<file path="config.mk">
export PLATFORM = sky130hd
export DESIGN_NAME = csr_top
export DESIGN_NICKNAME = d
export VERILOG_FILES = /design/src/logic/csr_pkg.sv /design/src/logic/csr_sync_filter.sv /design/src/logic/csr_loop_filter.sv /design/src/logic/csr_top.sv
export VERILOG_INCLUDE_DIRS = /design/src /design/src/logic
export SDC_FILE = /design/constraint.sdc
export NUM_CORES = 1
export LEC_CHECK = 0
export ABC_AREA = 0
export BUFFER_PORTS_ARGS = -buffer_cell sky130_fd_sc_hd__buf_2
export CAP_MARGIN = 20
export CORE_MARGIN = 8
export CORE_UTILIZATION = 55
export CTS_CLUSTER_DIAMETER = 50
export DETAILED_ROUTE_END_ITERATION = 10
export PLACE_DENSITY = 0.82
export SETUP_SLACK_MARGIN = 0.3
export SLEW_MARGIN = 20
export SYNTH_ARGS = -nofsm -noshare
export SYNTH_HDL_FRONTEND = slang
export SYNTH_SLANG_ARGS = --single-unit
</file>
<file path="constraint.sdc">
create_clock -name mclk -period 6 [get_ports mclk]
set_clock_uncertainty 0.05 [all_clocks]
set_input_delay 0.3 -clock mclk [delete_from_list [all_inputs] [get_ports mclk]]
set_output_delay 0.3 -clock mclk [all_outputs]
set_load 0.01 [all_outputs]
</file>
<file path="src/logic/csr_params.svh">
// Constants for the clock select and rate control block
//
// Overview of operation
// - Three reference inputs, one active at once
// - Four outputs, each off, 1x, 8x or 32x
// - Optional 255/238 or 238/255 ratio scaling
// - Manual or automatic input selection regimes
// - Automatic switching revertive or non-revertive
// - Per-input signal-loss alarms, frequency-offset alarms on the two main inputs
// - Digital loop filter drives oscillator control word
// - Bandwidth code 11/00/01/10 gives 6400/3200/1600/800
// - Rate code 11/10/01/00 gives 32x/8x/1x/off
// - Exactly four selectable loop bandwidths
// - Revertive mode returns to preferred input
// - Manual mode uses two-bit manual input choice
// - Scaling code decode with frame sync enable
// - Main inputs compared against third reference
`ifndef CSR_PARAMS_SVH
`define CSR_PARAMS_SVH

// ----------------------------------------
// Counts and widths
// ----------------------------------------
`define CSR_N_IN 3
`define CSR_N_OUT 4
`define CSR_ERR_W 16
`define CSR_CW_W 24
`define CSR_CW_RST 24'h800000
`define CSR_STABLE_CNT 4'h3
`define CSR_LOS_CNT 4'h4

// ----------------------------------------
// Register offsets, reset values and control fields
// ----------------------------------------
`define CSR_A_CTRL 8'h00
`define CSR_A_RATE 8'h04
`define CSR_A_STAT 8'h08
`define CSR_A_CW 8'h0C
`define CSR_CTRL_RST 12'h000
`define CSR_RATE_RST 8'h55
`define CSR_F_BW 1:0
`define CSR_F_FEC 3:2
`define CSR_F_MAN 5:4
`define CSR_F_AUTO 6
`define CSR_F_REVERT 7
`define CSR_F_PREF 9:8
`define CSR_F_SMC 10
`define CSR_F_FOS_OFF 11

// ----------------------------------------
// Loop bandwidth in Hz
// ----------------------------------------
`define CSR_BW_6400 16'h1900
`define CSR_BW_3200 16'h0C80
`define CSR_BW_1600 16'h0640
`define CSR_BW_800 16'h0320

// ----------------------------------------
// Multiplier and scaling factors
// ----------------------------------------
`define CSR_MUL_1 6'h01
`define CSR_MUL_8 6'h08
`define CSR_MUL_32 6'h20
`define CSR_FEC_N 8'hFF
`define CSR_FEC_D 8'hEE
`define CSR_FOS_THR_SMC 16'h0190
`define CSR_FOS_THR_S3 16'h0040

`endif

</file>
<file path="src/logic/csr_pkg.sv">
// Types for the clock select and rate control block
package csr_pkg;
   typedef enum logic [1:0] {
      CSR_BW_6400_E = 2'h3,
      CSR_BW_3200_E = 2'h0,
      CSR_BW_1600_E = 2'h1,
      CSR_BW_800_E = 2'h2
   } csr_bw_e;

   typedef enum logic [1:0] {
      CSR_RATE_OFF = 2'h0,
      CSR_RATE_1X = 2'h1,
      CSR_RATE_8X = 2'h2,
      CSR_RATE_32X = 2'h3
   } csr_rate_e;

   typedef enum logic [2:0] {
      CSR_ST_A = 3'h1,
      CSR_ST_B = 3'h2,
      CSR_ST_F = 3'h4
   } csr_sel_e;

   typedef struct packed {
      logic [5:0] mult;
      logic en;
   } csr_out_cfg_s;

   typedef struct packed {
      logic [7:0] num;
      logic [7:0] den;
      logic frame_sync_en;
   } csr_scale_s;

   typedef struct packed {
      logic freq_offset_alarm;
      logic signal_loss_alarm;
   } csr_alarm_s;
endpackage

</file>
<file path="src/logic/csr_sync_filter.sv">
// Select-input stabiliser: holds a value until it stays steady
`timescale 1ns/1ps
`include "csr_params.svh"
module csr_sync_filter #(
   parameter int W = 2
) (
   input wire logic mclk, // Clock
   input wire logic rst_n, // Synchronous reset, active low
   input wire logic [W-1:0] din, // Raw select value
   output logic [W-1:0] dout // Stable select value
);
   logic [W-1:0] samp_r, samp_nxt;
   logic [W-1:0] out_r, out_nxt;
   logic [3:0] cnt_r, cnt_nxt;

   // ----------------------------------------
   // Next state
   // ----------------------------------------
   // Accept only steady value
   always_comb begin
      samp_nxt = din;
      out_nxt = out_r;
      cnt_nxt = cnt_r;
      if (din != samp_r) begin
         cnt_nxt = 4'h0;
      end else if (cnt_r != `CSR_STABLE_CNT) begin
         cnt_nxt = cnt_r + 4'h1;
      end else begin
         out_nxt = samp_r;
      end
   end

   // Registers
   always_ff @(posedge mclk) begin
      if (!rst_n) begin
         samp_r <= '0;
         out_r <= '0;
         cnt_r <= 4'h0;
      end else begin
         samp_r <= samp_nxt;
         out_r <= out_nxt;
         cnt_r <= cnt_nxt;
      end
   end

   assign dout = out_r;
endmodule

</file>
<file path="src/logic/csr_loop_filter.sv">
// Digital proportional-integral loop filter for the oscillator
`timescale 1ns/1ps
`include "csr_params.svh"
module csr_loop_filter (
   input wire logic mclk, // Clock
   input wire logic rst_n, // Synchronous reset, active low
   input wire logic err_valid, // Phase error sample strobe
   input wire logic signed [`CSR_ERR_W-1:0] phase_err, // Phase detector error term
   input wire logic [1:0] gain_shift, // Gain from bandwidth code
   input wire logic hold, // Freeze the control word
   output logic [`CSR_CW_W-1:0] ctrl_word // Oscillator control word
);
   logic signed [`CSR_CW_W-1:0] integ_r, integ_nxt;
   logic [`CSR_CW_W-1:0] cw_r, cw_nxt;
   logic signed [`CSR_CW_W-1:0] err_x;
   logic signed [`CSR_CW_W-1:0] prop;

   // ----------------------------------------
   // Filter arithmetic
   // ----------------------------------------
   // Error term to control word
   always_comb begin
      err_x = `CSR_CW_W'(phase_err);
      prop = err_x <<< (3'h4 + {1'b0, gain_shift});
      integ_nxt = integ_r;
      cw_nxt = cw_r;
      if (err_valid && !hold) begin
         integ_nxt = integ_r + (err_x <<< {1'b0, gain_shift});
         cw_nxt = `CSR_CW_RST + integ_nxt + prop;
      end
   end

   // Registers
   always_ff @(posedge mclk) begin
      if (!rst_n) begin
         integ_r <= '0;
         cw_r <= `CSR_CW_RST;
      end else begin
         integ_r <= integ_nxt;
         cw_r <= cw_nxt;
      end
   end

   assign ctrl_word = cw_r;
endmodule

</file>
<file path="src/logic/csr_top.sv">
// Clock select, alarm and rate decode top with APB registers
//
// Implementation choices: register access over APB and the address map.
`timescale 1ns/1ps
`include "csr_params.svh"
module csr_top (
   input wire logic mclk, // Clock, 250 MHz
   input wire logic rst_n, // Synchronous reset, active low
   input wire logic psel, // APB select
   input wire logic penable, // APB enable
   input wire logic pwrite, // APB direction
   input wire logic [7:0] paddr, // APB byte address
   input wire logic [31:0] pwdata, // APB write data
   output logic [31:0] prdata, // APB read data
   output logic pready, // APB ready
   output logic pslverr, // APB error
   input wire logic [2:0] in_activity, // Input edge seen this cycle, per input
   input wire logic [15:0] offset_a, // Measured offset of input A vs third
   input wire logic [15:0] offset_b, // Measured offset of input B vs third
   input wire logic err_valid, // Phase error strobe
   input wire logic [15:0] phase_err, // Phase detector error
   output logic [1:0] active_input, // Active input index, 0..2
   output logic [23:0] ctrl_word, // Oscillator control word
   output logic [15:0] loop_bw_hz, // Decoded loop bandwidth
   output logic [23:0] out_cfg, // Per-output multiplier, zero when off
   output logic [16:0] scale_cfg, // Scaling numerator, denominator, sync
   output logic frame_sync_out, // Frame sync enable
   output logic [2:0] freq_offset_alarm, // Offset alarm per main input; bit 2 stays zero
   output logic [2:0] signal_loss_alarm // Loss alarm per input
);
   // ----------------------------------------
   // Register map (byte offsets)
   // ----------------------------------------
   localparam logic [7:0] A_CTRL = `CSR_A_CTRL;
   localparam logic [7:0] A_RATE = `CSR_A_RATE;
   localparam logic [7:0] A_STAT = `CSR_A_STAT;
   localparam logic [7:0] A_CW = `CSR_A_CW;

   // Control: [1:0] bw, [3:2] scaling, [5:4] manual choice, [6] auto,
   // [7] revertive, [9:8] preferred, [10] fos threshold SMC, [11] fos off
   logic [11:0] ctrl_r, ctrl_nxt;
   // Rate: two bits per output, output 0 in [1:0]
   logic [7:0] rate_r, rate_nxt;
   logic [31:0] rdata_r, rdata_nxt;
   logic [2:0] los_r, los_nxt;
   logic [2:0] fos_r, fos_nxt;
   logic [3:0] los_cnt_r [3];
   logic [3:0] los_cnt_nxt [3];
   csr_pkg::csr_sel_e sel_r, sel_nxt;
   logic [1:0] bw_s, fec_s, man_s;
   logic [7:0] rate_s;
   logic [2:0] bad;
   logic wr_en, rd_en;
   logic [15:0] thr;
   csr_pkg::csr_scale_s scl;

   // Index to one-hot state
   function automatic csr_pkg::csr_sel_e idx2st(input logic [1:0] i);
      case (i)
         2'h1: idx2st = csr_pkg::CSR_ST_B;
         2'h2: idx2st = csr_pkg::CSR_ST_F;
         default: idx2st = csr_pkg::CSR_ST_A;
      endcase
   endfunction

   // Code 3 names the third input, like code 2
   function automatic logic [1:0] clip_idx(input logic [1:0] i);
      clip_idx = (i == 2'h3) ? 2'h2 : i;
   endfunction

   // Rate code to output configuration
   function automatic csr_pkg::csr_out_cfg_s rate_dec(input logic [1:0] c);
      case (c)
         2'h3: rate_dec = '{mult: `CSR_MUL_32, en: 1'b1};
         2'h2: rate_dec = '{mult: `CSR_MUL_8, en: 1'b1};
         2'h1: rate_dec = '{mult: `CSR_MUL_1, en: 1'b1};
         default: rate_dec = '{mult: 6'h00, en: 1'b0};
      endcase
   endfunction

   // ----------------------------------------
   // Select stabilisers
   // ----------------------------------------
   // Filter the manual, scaling, bandwidth and rate fields
   // One shared filter: nothing moves until the whole set has been steady,
   // so a half-written control word never reaches the decoders
   csr_sync_filter #(.W(14)) u_sync_ctl (
      .mclk(mclk),
      .rst_n(rst_n),
      .din({ctrl_r[`CSR_F_MAN], ctrl_r[`CSR_F_FEC], ctrl_r[`CSR_F_BW], rate_r}),
      .dout({man_s, fec_s, bw_s, rate_s})
   );

   // ----------------------------------------
   // APB slave, zero wait states
   // ----------------------------------------
   // Never stalls and never flags an error
   assign pready = 1'b1;
   assign pslverr = 1'b0;
   // Writes land at the access edge; reads are captured in the setup
   // cycle, so prdata already stands during the access cycle
   assign wr_en = psel && penable && pwrite;
   assign rd_en = psel && !penable && !pwrite;

   // Register write and read decode
   always_comb begin
      ctrl_nxt = ctrl_r;
      rate_nxt = rate_r;
      rdata_nxt = rdata_r;
      if (wr_en) begin
         if (paddr == A_CTRL) begin
            ctrl_nxt = pwdata[11:0];
         end else if (paddr == A_RATE) begin
            rate_nxt = pwdata[7:0];
         end
      end
      if (rd_en) begin
         if (paddr == A_CTRL) begin
            rdata_nxt = {20'h00000, ctrl_r};
         end else if (paddr == A_RATE) begin
            rdata_nxt = {24'h000000, rate_r};
         end else if (paddr == A_STAT) begin
            // Offset alarms, loss alarms, one-hot selection
            rdata_nxt = {24'h000000, fos_r[1:0], los_r, sel_r};
         end else if (paddr == A_CW) begin
            rdata_nxt = {8'h00, ctrl_word};
         end else begin
            rdata_nxt = 32'h00000000;
         end
      end
   end

   // Control, rate and read data registers
   always_ff @(posedge mclk) begin
      if (!rst_n) begin
         ctrl_r <= `CSR_CTRL_RST;
         rate_r <= `CSR_RATE_RST;
         rdata_r <= 32'h00000000;
      end else begin
         ctrl_r <= ctrl_nxt;
         rate_r <= rate_nxt;
         rdata_r <= rdata_nxt;
      end
   end
   assign prdata = rdata_r;

   // ----------------------------------------
   // Alarms
   // ----------------------------------------
   // Loss after five idle samples
   always_comb begin
      for (int i = 0; i < `CSR_N_IN; i++) begin
         los_cnt_nxt[i] = los_cnt_r[i];
         los_nxt[i] = los_r[i];
         // Any edge clears both the count and the alarm at once
         if (in_activity[i]) begin
            los_cnt_nxt[i] = 4'h0;
            los_nxt[i] = 1'b0;
         end else if (los_cnt_r[i] != `CSR_LOS_CNT) begin
            los_cnt_nxt[i] = los_cnt_r[i] + 4'h1;
         end else begin
            los_nxt[i] = 1'b1;
         end
      end
   end

   always_comb begin
      thr = ctrl_r[`CSR_F_SMC] ? `CSR_FOS_THR_SMC : `CSR_FOS_THR_S3;
      fos_nxt = 3'h0;
      // A silent third input leaves nothing to compare against
      if (!los_r[2] && !ctrl_r[`CSR_F_FOS_OFF]) begin
         fos_nxt[0] = offset_a > thr;
         fos_nxt[1] = offset_b > thr;
      end
   end

   // Alarm registers and idle counters
   always_ff @(posedge mclk) begin
      if (!rst_n) begin
         los_r <= 3'h0;
         fos_r <= 3'h0;
         for (int i = 0; i < `CSR_N_IN; i++) begin
            los_cnt_r[i] <= 4'h0;
         end
      end else begin
         los_r <= los_nxt;
         fos_r <= fos_nxt;
         for (int i = 0; i < `CSR_N_IN; i++) begin
            los_cnt_r[i] <= los_cnt_nxt[i];
         end
      end
   end
   // Alarm outputs; bad marks an input unfit for selection
   assign signal_loss_alarm = los_r;
   assign freq_offset_alarm = fos_r;
   assign bad = los_r | fos_r;

   // ----------------------------------------
   // Input selection state machine
   // ----------------------------------------
   // Manual or automatic choice
   always_comb begin
      sel_nxt = sel_r;
      if (!ctrl_r[`CSR_F_AUTO]) begin
         sel_nxt = idx2st(clip_idx(man_s));
      end else begin
         // Leave only an alarmed input; the other main input beats the third
         case (sel_r)
            csr_pkg::CSR_ST_A: begin
               if (bad[0]) begin
                  sel_nxt = !bad[1] ? csr_pkg::CSR_ST_B : csr_pkg::CSR_ST_F;
               end
            end
            csr_pkg::CSR_ST_B: begin
               if (bad[1]) begin
                  sel_nxt = !bad[0] ? csr_pkg::CSR_ST_A : csr_pkg::CSR_ST_F;
               end
            end
            csr_pkg::CSR_ST_F: begin
               if (bad[2] && !bad[0]) begin
                  sel_nxt = csr_pkg::CSR_ST_A;
               end else if (bad[2] && !bad[1]) begin
                  sel_nxt = csr_pkg::CSR_ST_B;
               end
            end
            default: sel_nxt = csr_pkg::CSR_ST_A;
         endcase
         // Return once preferred is clean
         // Preferred input clean again: it overrides the choice above
         if (ctrl_r[`CSR_F_REVERT] && !bad[clip_idx(ctrl_r[`CSR_F_PREF])]) begin
            sel_nxt = idx2st(clip_idx(ctrl_r[`CSR_F_PREF]));
         end
      end
   end

   // Selection register, input A after reset
   always_ff @(posedge mclk) begin
      if (!rst_n) begin
         sel_r <= csr_pkg::CSR_ST_A;
      end else begin
         sel_r <= sel_nxt;
      end
   end

   // One active input at a time
   // Index form of the one-hot state
   assign active_input = sel_r == csr_pkg::CSR_ST_B ? 2'h1 :
                         sel_r == csr_pkg::CSR_ST_F ? 2'h2 : 2'h0;

   // ----------------------------------------
   // Bandwidth, rate and scaling decode
   // ----------------------------------------
   // Bandwidth code decode
   // Four bandwidth settings
   // Every code maps to one of the four bandwidths
   always_comb begin
      case (bw_s)
         2'h3: loop_bw_hz = `CSR_BW_6400;
         2'h0: loop_bw_hz = `CSR_BW_3200;
         2'h1: loop_bw_hz = `CSR_BW_1600;
         default: loop_bw_hz = `CSR_BW_800;
      endcase
   end

   // Four independent outputs
   // Output g uses rate bits [2g+1:2g]; a powered-down output shows zero
   genvar g;
   generate
      for (g = 0; g < `CSR_N_OUT; g++) begin : g_out
         csr_pkg::csr_out_cfg_s oc;
         assign oc = rate_dec(rate_s[g*2 +: 2]);
         assign out_cfg[g*6 +: 6] = oc.en ? oc.mult : 6'h00;
      end
   endgenerate

   // Scaling code decode
   // Only the 255/238 direction turns the frame sync off
   always_comb begin
      case (fec_s)
         2'h1: scl = '{num: `CSR_FEC_N, den: `CSR_FEC_D, frame_sync_en: 1'b0};
         2'h2: scl = '{num: `CSR_FEC_D, den: `CSR_FEC_N, frame_sync_en: 1'b1};
         default: scl = '{num: 8'h01, den: 8'h01, frame_sync_en: 1'b1};
      endcase
   end
   assign scale_cfg = scl;
   assign frame_sync_out = scl.frame_sync_en;

   // ----------------------------------------
   // Loop filter
   // ----------------------------------------
   // All inputs alarmed: hold the last control word
   csr_loop_filter u_lf (
      .mclk(mclk),
      .rst_n(rst_n),
      .err_valid(err_valid),
      .phase_err(phase_err),
      .gain_shift(bw_s),
      .hold(&bad),
      .ctrl_word(ctrl_word)
   );
endmodule

</file>
==> impl_summary.md, run 1 <==
Layout
In the layout the commonest cells are 169 x buf_2, 139 x dfxtp_1, 126 x nand2_1. The layout filler cell count is around 1.4k. Leaving out fill and tap cells, the most frequent cell in the layout is buf_2. The count of nets after finishing is 1397. The ratio of cells with drive above 1 in the final layout is 19.5%.

Relative to the synthesized area, the layout overhead comes to 15.0%.

Drt
The number of remaining DRC errors is 0. The detailed router placed 8090 vias in this run. The detail-routed net length per standard cell is 16.4 um. Dividing the detail-routed via count by the number of cells gives 5.61. The detailed router finished its first iteration with 515 violations. The antenna violation net count after detailed routing is 0. For this block, the routed nets add up to roughly 24 mm of wire. The first-pass detailed-route iteration total is 5.

Clock tree
CTS saw 140 sinks. The clock tree synthesis step divided the H-tree into 4 levels. Clock-pin slew was measured on the worst setup and hold paths at 0.06 ns.

Clock latency on the worst-skew pair, taken at its later pin, is 0.42 ns. Counting along the longest clock path gives a buffer depth of 2. The CTS tree is done.

The hold buffer count at cts is 0. Buffers inserted during clock tree synthesis total 17. The root buffer cell chosen for the clock tree is clkbuf_16.

Global routing
The leftover overflow at the end of global routing is 0. After global routing, the most crowded layer is met2. Global routing consumed, on the met1 layer, 28.6% of the routing resources. The met3 track demand over resource is 4.78%. The initial antenna violation count is 1. The global-route wire length before repair is 37.7 mm. The met2 track demand over resource in global routing is 37.9%. The aggregate global-route resource usage is a little under a quarter. The number of global-route vias before repair came to 7660. The largest net degree at the start of global routing is 49.

Worst hold path
The path class of the tightest hold or removal check is input pin to register. The hold path depth is 3.

Pwr
Across the VDD grid, the largest voltage drop is around 210 uV. In this run the static leakage power is approximately 4.8 nW. The completed layout was analyzed and its total power is roughly 3.2 mW. In this run the power density over the cells is 314 nW/um^2.

Timing
The routed design could run at a clock period as short as 5.32 ns. The minimum setup slack in the final design is 0.676 ns. Setup repair after global routing left no endpoint under its margin. Measured against its own limit, the worst slew margin works out to 28.2%. The hold violation total from the final report is 0.

The number of pins with negative max-slew slack in the final report was 0. The total negative slack is 0 ns. Setup violations remaining at the end of the flow were counted as 0. The worst path uses 88.7% of the clock period. Derived from the worst setup path, the maximum achievable clock frequency is 0.188 GHz. At the pin with the least slew margin, the transition time is 1.07 ns.

Synthesis
The count of different cell masters after synthesis is 68. For this run, the number of Yosys warnings is 0. Among all flip-flop cells after synthesis, the most frequent one is dfxtp_1.

The cell accounting for the most synthesized area is dfxtp_1. After synthesis, the cell types taking the most area are dfxtp_1 31%, ha_1 12%, a21oi_1 6.2%. The share of Yosys cell area claimed by the top area cell type is 31.1%. The flop and latch count out of synthesis is 140.

The average size of a mapped cell is ~8.3 sq um. The cell count after synthesis came out at 1083. Of all flip-flops after synthesis, the portion carrying an async set or reset was 0%. Sequential cells were found to cover roughly 31% of the synthesized design area. The cell area after synthesis is 9010 sq um. In this run, synthesis inferred 0 flip-flops with an integrated enable.

Critical path
For the worst setup path, the data required time is 6.27 ns. STA classifies the critical path startpoint as a register. The number of buffer and inverter stages on the critical path is 2.

The critical path goes through inv_1 -> and3_1 -> ha_1 -> inv_1 -> fa_1 -> nor2b_4 -> o31a_1 -> o31a_1 -> o21ai_2 -> nand2_1 -> a221oi_2 -> xnor2_1 -> ha_1 -> ha_1 -> a2111oi_0 -> o21ai_1 -> a31oi_2 -> a21oi_1 -> or2_1 -> a21oi_1 -> nor2b_1 -> o31ai_1. The logic depth of the worst setup path including buffers is 22. The arrival time at the worst endpoint is 5.60 ns. The maximum net fanout on the critical path is 10.

The slowest stage of the critical path is the dfxtp_1 cell. The cell family with the largest share of critical-path delay is compound AO/OA/AOI/OAI gates. STA classifies the critical path endpoint as a register. The length in cells of the worst reg-to-reg path is 22. The peak per-stage delay on the critical path is 0.55 ns. The critical path class is register to register. By instance count, the cell type seen most on the critical path is ha_1.

Floorplanning
The die covers 20700 sq um. The number of placement rows is 46. In this run the horizontal extent of the chip is 144 um. For this design the top-level I/O count stands at 221. The area of the placeable core is 15900 sq um.

The initial core utilization is 56.5%. The die is 144 um tall.

Placement
The pre-CTS setup slack is 0.706 ns. The sum of net half-perimeters after detailed placement is ~18 mm. The count of input and output buffers is 169.

The congestion estimate from routability-driven global placement came to 0.940.

Run
The tool flagged a number of max-cap violations equal to 0.

Outcome
The run finished with clean final reports.
-- repair_timing --
| item | 4_1_cts | 5_1_grt |
|---|---|---|
| endpoints found under the hold margin | 0 | 0 |
| setup endpoints to repair | 0 | 2 |
| resized for setup | 0 | 1 |
| setup buffers | 0 | 0 |
-- worst register-to-register path: stages (launching register included) --
cell and delay [ns]:
dfxtp_1 0.55, inv_1 0.16, and3_1 0.24, ha_1 0.22, inv_1 0.08, fa_1 0.24
nor2b_4 0.06, o31a_1 0.29, o31a_1 0.29, o21ai_2 0.14, nand2_1 0.11, a221oi_2 0.28
xnor2_1 0.19, ha_1 0.28, ha_1 0.38, a2111oi_0 0.39, o21ai_1 0.14, a31oi_2 0.30
a21oi_1 0.12, or2_1 0.24, a21oi_1 0.19, nor2b_1 0.07, o31ai_1 0.22
-- path summary, 6_finish.rpt --
path / slack (ns) / end / start
worst max-delay path: 0.68 / u_lf.ctrl_word[21] / u_sync_ctl.dout[9]
worst min-delay path: 0.09 / rate_r[0] / pwdata[0]
worst max register to register: 0.68 / u_lf.ctrl_word[21] / u_sync_ctl.dout[9]
worst min register to register: 0.41 / u_lf.integ_r[19] / u_lf.integ_r[19]
-- state kept, by name (all words and copies together), names as in the netlist, 4 cells and up --
register           cells
ctrl_r                12
los_cnt_r             12
prdata                24
rate_r                 8
u_lf.ctrl_word        24
u_lf.integ_r          20
u_sync_ctl.cnt_r       4
u_sync_ctl.dout       14
u_sync_ctl.samp_r     14
-- cells in the mapped netlist (8+ instances only) --
master    instances
a21oi_1         111
nor3_1           18
a22oi_1          14
xnor2_1          34
dfxtp_1         140
o21ai_0          30
ha_1             83
nand2b_1         11
inv_1            37
nor2b_1          19
and2_1           23
a211oi_1         13
nor4_1            8
nand2_1         126
a21o_1           15
mux4_2           14
nor2_1          100
nand3_1          22
clkbuf_1         38
xor2_1           19
a31oi_1          10
buf_4            48
mux2i_1          34
-- stage by stage --
stage	cell area [sq um]	cells	hold slack [ns]	util, %
2_1_floorplan	9120	1112	0.375	-
3_3_place_gp	9770	1412	0.398	61.3
3_5_place_dp	9770	1412	0.403	61.3
4_1_cts	10400	1442	0.0755	65.0
5_1_grt	10400	1443	0.0800	65.0
6_report	10400	1443	0.0887	65.0
-- layer usage --
metal,wire length [um],up-vias
li1,-,4007
met3,1650,29
met5,0,-
met1,10600,3775
met2,11100,279
met4,412,0
-- final cells by class --
cell class / instances / area [sq um] / share of cell area (%)
tap: 216 / 270 / 2.61
inverter: 38 / 143 / 1.38
antenna: 1 / 2.50 / 0.0242
timing repair buffer: 178 / 913 / 8.82
clock buffer: 20 / 447 / 4.31
multi-input combinational: 840 / 5640 / 54.4
clock inverter: 10 / 141 / 1.36
sequential: 140 / 2800 / 27.1
-- cells by family (layout without fill, tap and decap cells) --
family          count (synthesis)  in the layout  share of synthesized area, %
compound gates                249            249                          17.2
xor+xnor                       53             53                          5.15
other cells                     2             32                        0.0834
fa+ha+maj                      85             85                          12.0
simple gates                  372            372                          19.4
mux                            50             50                          7.53
buf+inv                       132            246                          7.56
flops                         140            140                          31.1
-- report_power, final --
group          switching (mW)  total, mW  internal, mW  leakage (nW)
clock network           0.397       1.06         0.661         0.283
logic                   0.641       1.12         0.474          3.37
registers              0.0669       1.08          1.01          1.14
Note: power is estimated with default switching activity, not from simulation.
==> run 2: changes to the inputs <==
ABC_AREA = 1   (was 0)
CORE_UTILIZATION = 56   (was 55)
==> run 2 against run 1 <==
Compared with the run above: global-route usage is 2.8 points higher; area after synthesis is 8.6% higher; sequential share of layout area is 1.9 points lower; register-to-register slack better by 0.25 ns; synthesized cell count is 36% higher; critical path depth is 2 higher; combinational power is 14% lower; setup slack better by 0.25 ns; non-clock buffer count is 3 lower; via count is 21% higher; critical endpoint is now u_lf.ctrl_word[23].
==> impl_summary.md, run 2 <==
Outcome
The run finished with clean final reports.

Timing
The highest achievable clock rate was 0.197 GHz (+5.0%). The final period utilization is 84.5% (-4.2 points). The slew at the pin closest to its max-slew limit is 0.836 ns (-0.234 ns).

The total of endpoints with negative setup slack in the final report is 0 (unchanged). The number of pins with negative max-slew slack in the final report was 0 (unchanged). The final period demand of the worst path is 5.07 ns (-0.254 ns).

The hold slack is 0.0665 ns (-0.0222 ns). The hold violation total from the final report is 0 (unchanged). The total negative slack is 0 ns (unchanged).

Setup repair after global routing left no endpoint under its margin. The max-slew headroom at the worst pin is 44.2% (+16 points).

Layout
The ratio of cells with drive above 1 in the final layout is 14.5% (-5.0 points). The area added between synthesis and finish is 14.0%. The layout filler cell count is 1581 (+17%). The count of nets after finishing is 1790 (+28%). The most common library cell in the layout ignoring fill and taps is nand2_1.

The fraction of the core area covered by cells at the end of the flow is 64.9% (about the same). The final non-filler cell area is 11200 sq um (+7.6%). The area taken by flip-flops and latches is 2800 sq um (about the same). In the layout the commonest cells are 318 x nand2_1, 200 x inv_1, 181 x nor2_1. The non-filler instance count after layout is 1847 (+28%).

The area occupied by multi-input gates is 5790 sq um (+2.7%).

Placement
The number of placed cells counting well taps was 1814 (+28%). The post-place instance area came to 10600 sq um (+8.0%). The routability congestion estimate from global placement was 0.950 (+1.1%). The count of input and output buffers is 169 (unchanged). The sum of net half-perimeters after detailed placement is 22.0 mm (+21%).

Synthesis
The proportion of synthesized flip-flops having asynchronous set or reset is 0% (unchanged). The number of flops mapped to enable cells by yosys is 0 (unchanged). In the synthesized netlist the dominant register cell turns out to be dfxtp_1. The most instantiated library cell after synthesis is nand2_1. The register area share after synthesis is 28.7% (-2.5 points).

The flop and latch count out of synthesis is 140 (unchanged). The commonest cells after synthesis are 318 x nand2_1, 200 x inv_1, 181 x nor2_1, 140 x dfxtp_1, 127 x a21oi_1. The share of Yosys cell area claimed by the top area cell type is 28.7% (-2.5 points). The cell accounting for the most synthesized area is dfxtp_1. The average size of a mapped cell was 6.65 sq um (-20%).

The number of warnings printed during yosys synthesis is 0 (unchanged). The count of different cell masters after synthesis was 51 (-25%). By area the synthesized netlist is led by dfxtp_1 29%, nand2_1 12%, ha_1 11%. The cell area after synthesis was 9780 sq um (+8.6%). The number of instances in the synthesized netlist came to 1471 (+36%).

Run
The number of maximum-capacitance constraint violations is 0 (unchanged).

Critical path
The length in cells of the worst reg-to-reg path came to 24 (+9.1%). The peak per-stage delay on the critical path was 0.79 ns (+0.24 ns). The arrival time at the worst endpoint is 5.35 ns (-0.25 ns). The critical register-to-register path endpoint is u_lf.ctrl_word[23]. STA classifies the critical path endpoint as a register. The number of buffer and inverter stages on the critical path came to 1 (-1). The maximum net fanout on the critical path is 19 (+9). The required time at the worst-slack endpoint is 6.28 ns (about the same). The critical path goes through inv_1 -> o21ai_0 -> ha_1 -> a21oi_1 -> nand2_1 -> nand2_1 -> nand2_1 -> nand2_1 -> nand2_1 -> nand2_1 -> nand2_1 -> nand2_1 -> nand2_1 -> ha_1 -> ha_1 -> nand2_1 -> nor2_1 -> nand2_1 -> nor2_1 -> nand2_1 -> nand3_1 -> nand3_1 -> nand3_1 -> nand2_1. The startpoint identified for the worst register-to-register timing path is u_sync_ctl.dout[9]. The cell family with the largest share of critical-path delay is simple AND/OR/NAND/NOR gates. The critical path class is register to register. Counting stages on the worst path, the most repeated cell is nand2_1. The cell with the largest stage delay on the worst path is dfxtp_1. STA classifies the critical path startpoint as a register. The worst-case register-to-register setup slack is 0.93 ns (+0.25 ns).

Global routing
The largest net degree at the start of global routing was 76 (+55%). The leftover overflow at the end of global routing is 0 (unchanged). The aggregate global-route resource usage came to 25.4% (+2.8 points). The initial antenna violation count is 1 (unchanged).

The number of global-route vias before repair was 9390 (+23%). The global-route wire length before repair is 45.9 mm (+22%).

Pwr
The leakage power summed over all cells was 6.03 nW (+26%). The total power density per cell area was 274 nW/um^2 (-13%). The maximum ir drop on the vdd rail is 246 uV (+19%).

Clock tree
The latest clock arrival within the worst-skew pair is 0.43 ns (about the same). The hold buffer count at cts is 0 (unchanged). The number of resized instances in the post-cts repair step came to 0 (unchanged). The number of clock sinks is 140 (unchanged). The number of clock buffers inserted by TritonCTS is 17 (unchanged). TritonCTS built the clock tree. The maximum level of the CTS H-tree is 4 (unchanged).

The buffer count from post-CTS setup fixing is 0 (unchanged). The number of buffers between clock root and the deepest sink is 2 (unchanged). In this run the clock root is driven by a clkbuf_16.

The register clock-pin slew on the reported worst setup and hold paths is 0.07 ns (about the same).

Worst hold path
The worst hold-check path type is input pin to register. The hold path depth is 3 (unchanged). The worst min-delay path endpoint is rate_r[0]. The startpoint identified for the worst hold timing path is pwdata[0].

Floorplanning
The initial core utilization is 56.9% (+0.44 points). The I/O pin total is 221 (unchanged). The area of the placeable core is 17200 sq um (+7.7%). The overall die width is 148 um (+2.9%). The die footprint is 21900 sq um (+5.9%). The number of placement rows was 48 (+4.3%). The chip height is 148 um (+2.9%).

Drt
The number of remaining DRC errors is 0 (unchanged). The number of vias after detailed routing is 9792 (+21%). The detail-routed net length per standard cell is 15.3 um (-7.1%). The antenna violation net count after detailed routing is 0 (unchanged). The wire length after detailed routing is 28.2 mm (+19%). The count of routing violations after the opening detailed-route iteration came to 655 (+27%). The first-pass detailed-route iteration total came to 6 (+1). The via-per-instance ratio came to 5.30 (-5.4%).
==> run 2: cell families after synthesis <==
group | synth area share (%)
DFF | 28.7
muxes | 1.84
buffers and inverters | 13.3
AOI/OAI and AO/OA | 14.6
xor gates and xnor gates | 2.24
and+or+nand+nor | 28.3
other | 0.0768
adders and majority gates | 11.0
==> run 2: layout make-up <==
type | instances | area share (%)
clock inverters | 15 | 1.55
clock buffers | 17 | 3.82
repair buffers | 175 | 8.10
inverters | 204 | 6.91
well taps | 225 | 2.52
multi-input cells | 1070 | 51.9
diodes | 1 | 0.0224
flip-flops and latches | 140 | 25.1
==> run 2: how the worst max path moves through the flow <==
stage | from | end | slack (ns) | cells past startpoint
floorplan | u_sync_ctl.dout[8] | u_lf.ctrl_word[21] | 2.04 | 29
global placement | u_sync_ctl.dout[9] | u_lf.ctrl_word[23] | 1.16 | 22
detailed placement | u_sync_ctl.dout[9] | u_lf.ctrl_word[23] | 1.05 | 24
CTS | u_sync_ctl.dout[9] | u_lf.ctrl_word[23] | 1.05 | 24
global route | u_sync_ctl.dout[9] | u_lf.ctrl_word[14] | 0.48 | 24
finish | u_sync_ctl.dout[9] | u_lf.ctrl_word[23] | 0.93 | 24
==> run 2: where the power goes <==
part / switching, mW / internal [mW]
sequential: 0.0443 / 0.984
combinational: 0.616 / 0.347
clock: 0.469 / 0.594
total: 1.13 / 1.93
==> run 2: per-layer routing <==
| layer | track usage (%) | wire length, um | up-vias |
|---|---|---|---|
| met5 | 0 | 0 | - |
| met4 | 8.57 | 708 | 0 |
| met3 | 5.44 | 2260 | 56 |
| met2 | 44.4 | 13400 | 371 |
| met1 | 30.4 | 11800 | 4411 |
| li1 | - | - | 4954 |
==> run 2: worst reg2reg max path: stages, from the launching register on <==
cell and delay, ns:
dfxtp_1 0.79, inv_1 0.48, o21ai_0 0.49, ha_1 0.37, a21oi_1 0.22, nand2_1 0.16, nand2_1 0.09, nand2_1 0.14
nand2_1 0.10, nand2_1 0.11, nand2_1 0.14, nand2_1 0.06, nand2_1 0.07, nand2_1 0.07, ha_1 0.29, ha_1 0.40
nand2_1 0.12, nor2_1 0.18, nand2_1 0.10, nor2_1 0.11, nand2_1 0.06, nand3_1 0.15, nand3_1 0.10, nand3_1 0.08
nand2_1 0.05
==> run 2: stage by stage <==
stage	power, mW	setup WS [ns]
finish	3.05	0.930
CTS	3.06	1.05
global placement	1.98	1.16
detailed placement	2.00	1.05
floorplan	1.74	2.04
global route	3.25	0.476
==> run 3: changes to the inputs <==
CORE_UTILIZATION = 50   (was 56)
PLACE_DENSITY = 0.78   (was 0.82)
clock period = 4.4 ns   (was 6 ns; I/O delays follow)
==> run 3 against run 2 <==
Compared with the run above: non-clock buffer count rose by 51; largest power group is now combinational logic; die area up 11%; clock power increased by 44%; sequential share of layout area decreased by 2.7 points; first-iteration DRC count grew 37%; sequential cell count unchanged; via count increased by 6.2%.
==> impl_summary.md, run 3 (same netlist as run 2, synthesis figures left out) <==
Global routing
The aggregate global-route resource usage is 23.3% (-2.1 points). The largest net degree at the start of global routing is 75 (-1.3%). The initial antenna violation count is 3 (+2). The leftover overflow at the end of global routing is 0 (unchanged). The number of global-route vias before repair is 9288 (-1.1%). The global-route wire length before repair is 45.8 mm (-0.10%).

Layout
The count of nets after finishing is 1841 (+2.8%). The area added between synthesis and finish is 28.0%. The ratio of cells with drive above 1 in the final layout is 24.7% (+10 points).

In the layout the commonest cells are 292 x nand2_1, 196 x inv_1, 169 x buf_2. The most common library cell in the layout ignoring fill and taps is nand2_1.

Critical path
The number of buffer and inverter stages on the critical path is 3 (+2). The worst setup path is captured at a register. The peak per-stage delay on the critical path is 0.41 ns (-0.38 ns). The source of the worst register-to-register timing path is u_sync_ctl.dout[8].

The arrival time at the worst endpoint came to 4.38 ns (-0.97 ns). The cell family with the largest share of critical-path delay is simple AND/OR/NAND/NOR gates. The maximum net fanout on the critical path is 6 (-13). The critical path class is register to register. The most frequent cell on the critical path is nand2_1. The worst-case register-to-register setup slack came to 0.30 ns (-0.63 ns). The cell with the largest stage delay on the worst path is dfxtp_4. STA classifies the critical path startpoint as a register.

The critical path goes through clkbuf_16 -> nand2_1 -> o21ai_1 -> inv_1 -> nand2_1 -> o21ai_2 -> ha_1 -> nand2_1 -> nor2_1 -> nand3_1 -> nand2_2 -> xor2_1 -> ha_1 -> ha_1 -> a21oi_1 -> nand2_1 -> nand2_1 -> nand2_1 -> nand3b_1 -> a21o_1 -> nand3_1 -> nand2_1 -> inv_1. The logic depth of the worst setup path including buffers is 23 (-4.2%). The critical register-to-register path endpoint is u_lf.ctrl_word[18]. The required time at the worst-slack endpoint is 4.68 ns (-1.60 ns). The length in cells of the worst reg-to-reg path is 23 (-4.2%).

Pwr
The power share of the combinational group came to 38.1% (+6.6 points). The switching power is 1.78 mW (+57%). The maximum ir drop on the vdd rail came to 319 uV (+30%).

The part of the power in the clock network is 32.2% (-2.6 points). The leakage power summed over all cells was 6.37 nW (+5.6%). The cell-internal power is 2.96 mW (+54%).

The total power density per cell area is 379 nW/um^2 (+38%). The fraction of power spent switching nets is 37.5% (+0.55 points). The portion of total power attributed to sequential cells was 29.7% (-4.0 points).

Clock tree
The number of clock sinks is 140 (unchanged). TritonCTS built the clock tree. CTS placed an instance of clkbuf_16 at the clock tree root. The register clock-pin slew on the reported worst setup and hold paths is 0.07 ns (about the same). The number of buffers between clock root and the deepest sink is 2 (unchanged). The latest clock arrival within the worst-skew pair is 0.43 ns (about the same). The number of clock buffers inserted by TritonCTS is 17 (unchanged). The maximum level of the CTS H-tree is 4 (unchanged).

Timing
The slew at the pin closest to its max-slew limit was 0.733 ns (-0.104 ns). The final period demand of the worst path is 4.10 ns (-0.967 ns). The total negative slack is 0 ns (unchanged). The hold slack is 0.00829 ns (-0.0582 ns).

The number of pins with negative max-slew slack in the final report is 0 (unchanged). The total of endpoints with negative setup slack in the final report came to 0 (unchanged). The max-slew headroom at the worst pin is 51.2% (+6.9 points).

The highest achievable clock rate came to 0.244 GHz (+24%). Setup repair after global routing could not meet its margin everywhere. The final period utilization is 93.3% (+8.8 points). The hold violation total from the final report was 0 (unchanged).

Floorplanning
The I/O pin total is 221 (unchanged). The initial core utilization is 50.6% (-6.4 points). The area of the placeable core was 19300 sq um (+13%). The chip height was 156 um (+5.2%).

The die footprint was 24300 sq um (+11%). The overall die width is 156 um (+5.2%). The number of placement rows is 51 (+6.3%).

Placement
The count of input and output buffers is 169 (unchanged). The routability congestion estimate from global placement came to 0.937 (-1.4%). The sum of net half-perimeters after detailed placement came to 22.3 mm (+1.6%).

Drt
The first-pass detailed-route iteration total is 6 (unchanged). The number of remaining DRC errors is 0 (unchanged). The antenna violation net count after detailed routing is 0 (unchanged).

The count of routing violations after the opening detailed-route iteration is 898 (+37%). The wire length after detailed routing was 31.8 mm (+13%). The number of vias after detailed routing is 10.4k (+6.2%). The via-per-instance ratio was 5.36 (+1.1%). The detail-routed net length per standard cell is 16.4 um (+7.4%).

Worst hold path
The hold path depth was 3 (unchanged). The path class of the tightest hold or removal check is input pin to register. The startpoint identified for the worst hold timing path is pwdata[5]. The path with the worst hold slack has its endpoint at ctrl_r[5].

Run
The number of maximum-capacitance constraint violations is 0 (unchanged).

Outcome
The run finished with clean final reports.
## run 3: what timing repair did
item / 4_1_cts / 5_1_grt
hold endpoints to repair: 3 / 0
setup endpoints to repair: 14 / 14
gates resized for setup: 32 / 154
pin swaps: 6 / 42
hold buffers: 3 / 0
setup buffers: 5 / 21
gates cloned: 0 / 2
## run 3: tightest hold or removal path, delay by kind of cell
kind / cells / cell delay, ns
buffers and inverters: 1 / 0.10
and+or+nand+nor: 2 / 0.13
## run 3: layer usage
metal	routed length, um	global-route usage [%]
met1	12800	27.5
met2	15200	40.7
met5	0	0
met4	1310	8.13
met3	2500	5.24
## run 3: worst max path at each step
| stage | to | startpoint |
|---|---|---|
| finish | u_lf.ctrl_word[18] | u_sync_ctl.dout[8] |
| global route | u_lf.ctrl_word[18] | u_sync_ctl.dout[8] |
| CTS | u_lf.ctrl_word[14] | u_sync_ctl.dout[8] |
| detailed placement | u_lf.ctrl_word[21] | u_sync_ctl.dout[9] |
| global placement | u_lf.ctrl_word[19] | u_sync_ctl.dout[8] |
| floorplan | u_lf.ctrl_word[21] | u_sync_ctl.dout[8] |
## run 3: area by class of cell
| class | instances | area [sq um] |
|---|---|---|
| Multi-Input combinational cell | 1070 | 6630 |
| Clock inverter | 15 | 194 |
| Timing Repair Buffer | 226 | 1340 |
| Sequential cell | 140 | 2810 |
| Fill cell | 1675 | 6820 |
| Clock buffer | 17 | 425 |
| Antenna cell | 3 | 7.51 |
| Inverter | 204 | 774 |
| Tap cell | 265 | 332 |
## run 3: through the flow
step	util (%)	cell area, sq um	instances	total power [mW]	worst slack, ns
global placement	55.6	10800	1874	2.75	0.201
CTS	59.7	11500	1914	4.34	0.301
global route	64.7	12500	1940	4.96	0.105
finish	64.7	12500	1940	4.74	0.297
floorplan	-	9890	1500	2.37	0.435
detailed placement	55.6	10800	1874	2.77	0.0982
## run 3: power by group through the flow
| stage | sequential (mW) | clock [mW] | combinational (mW) |
|---|---|---|---|
| 2_1_floorplan | 1.43 | 0 | 0.937 |
| 3_5_place_dp | 1.43 | 0 | 1.34 |
| 4_1_cts | 1.40 | 1.53 | 1.41 |
| 5_1_grt | 1.42 | 1.58 | 1.96 |
| 6_report | 1.41 | 1.53 | 1.81 |
| 3_3_place_gp | 1.43 | 0 | 1.32 |
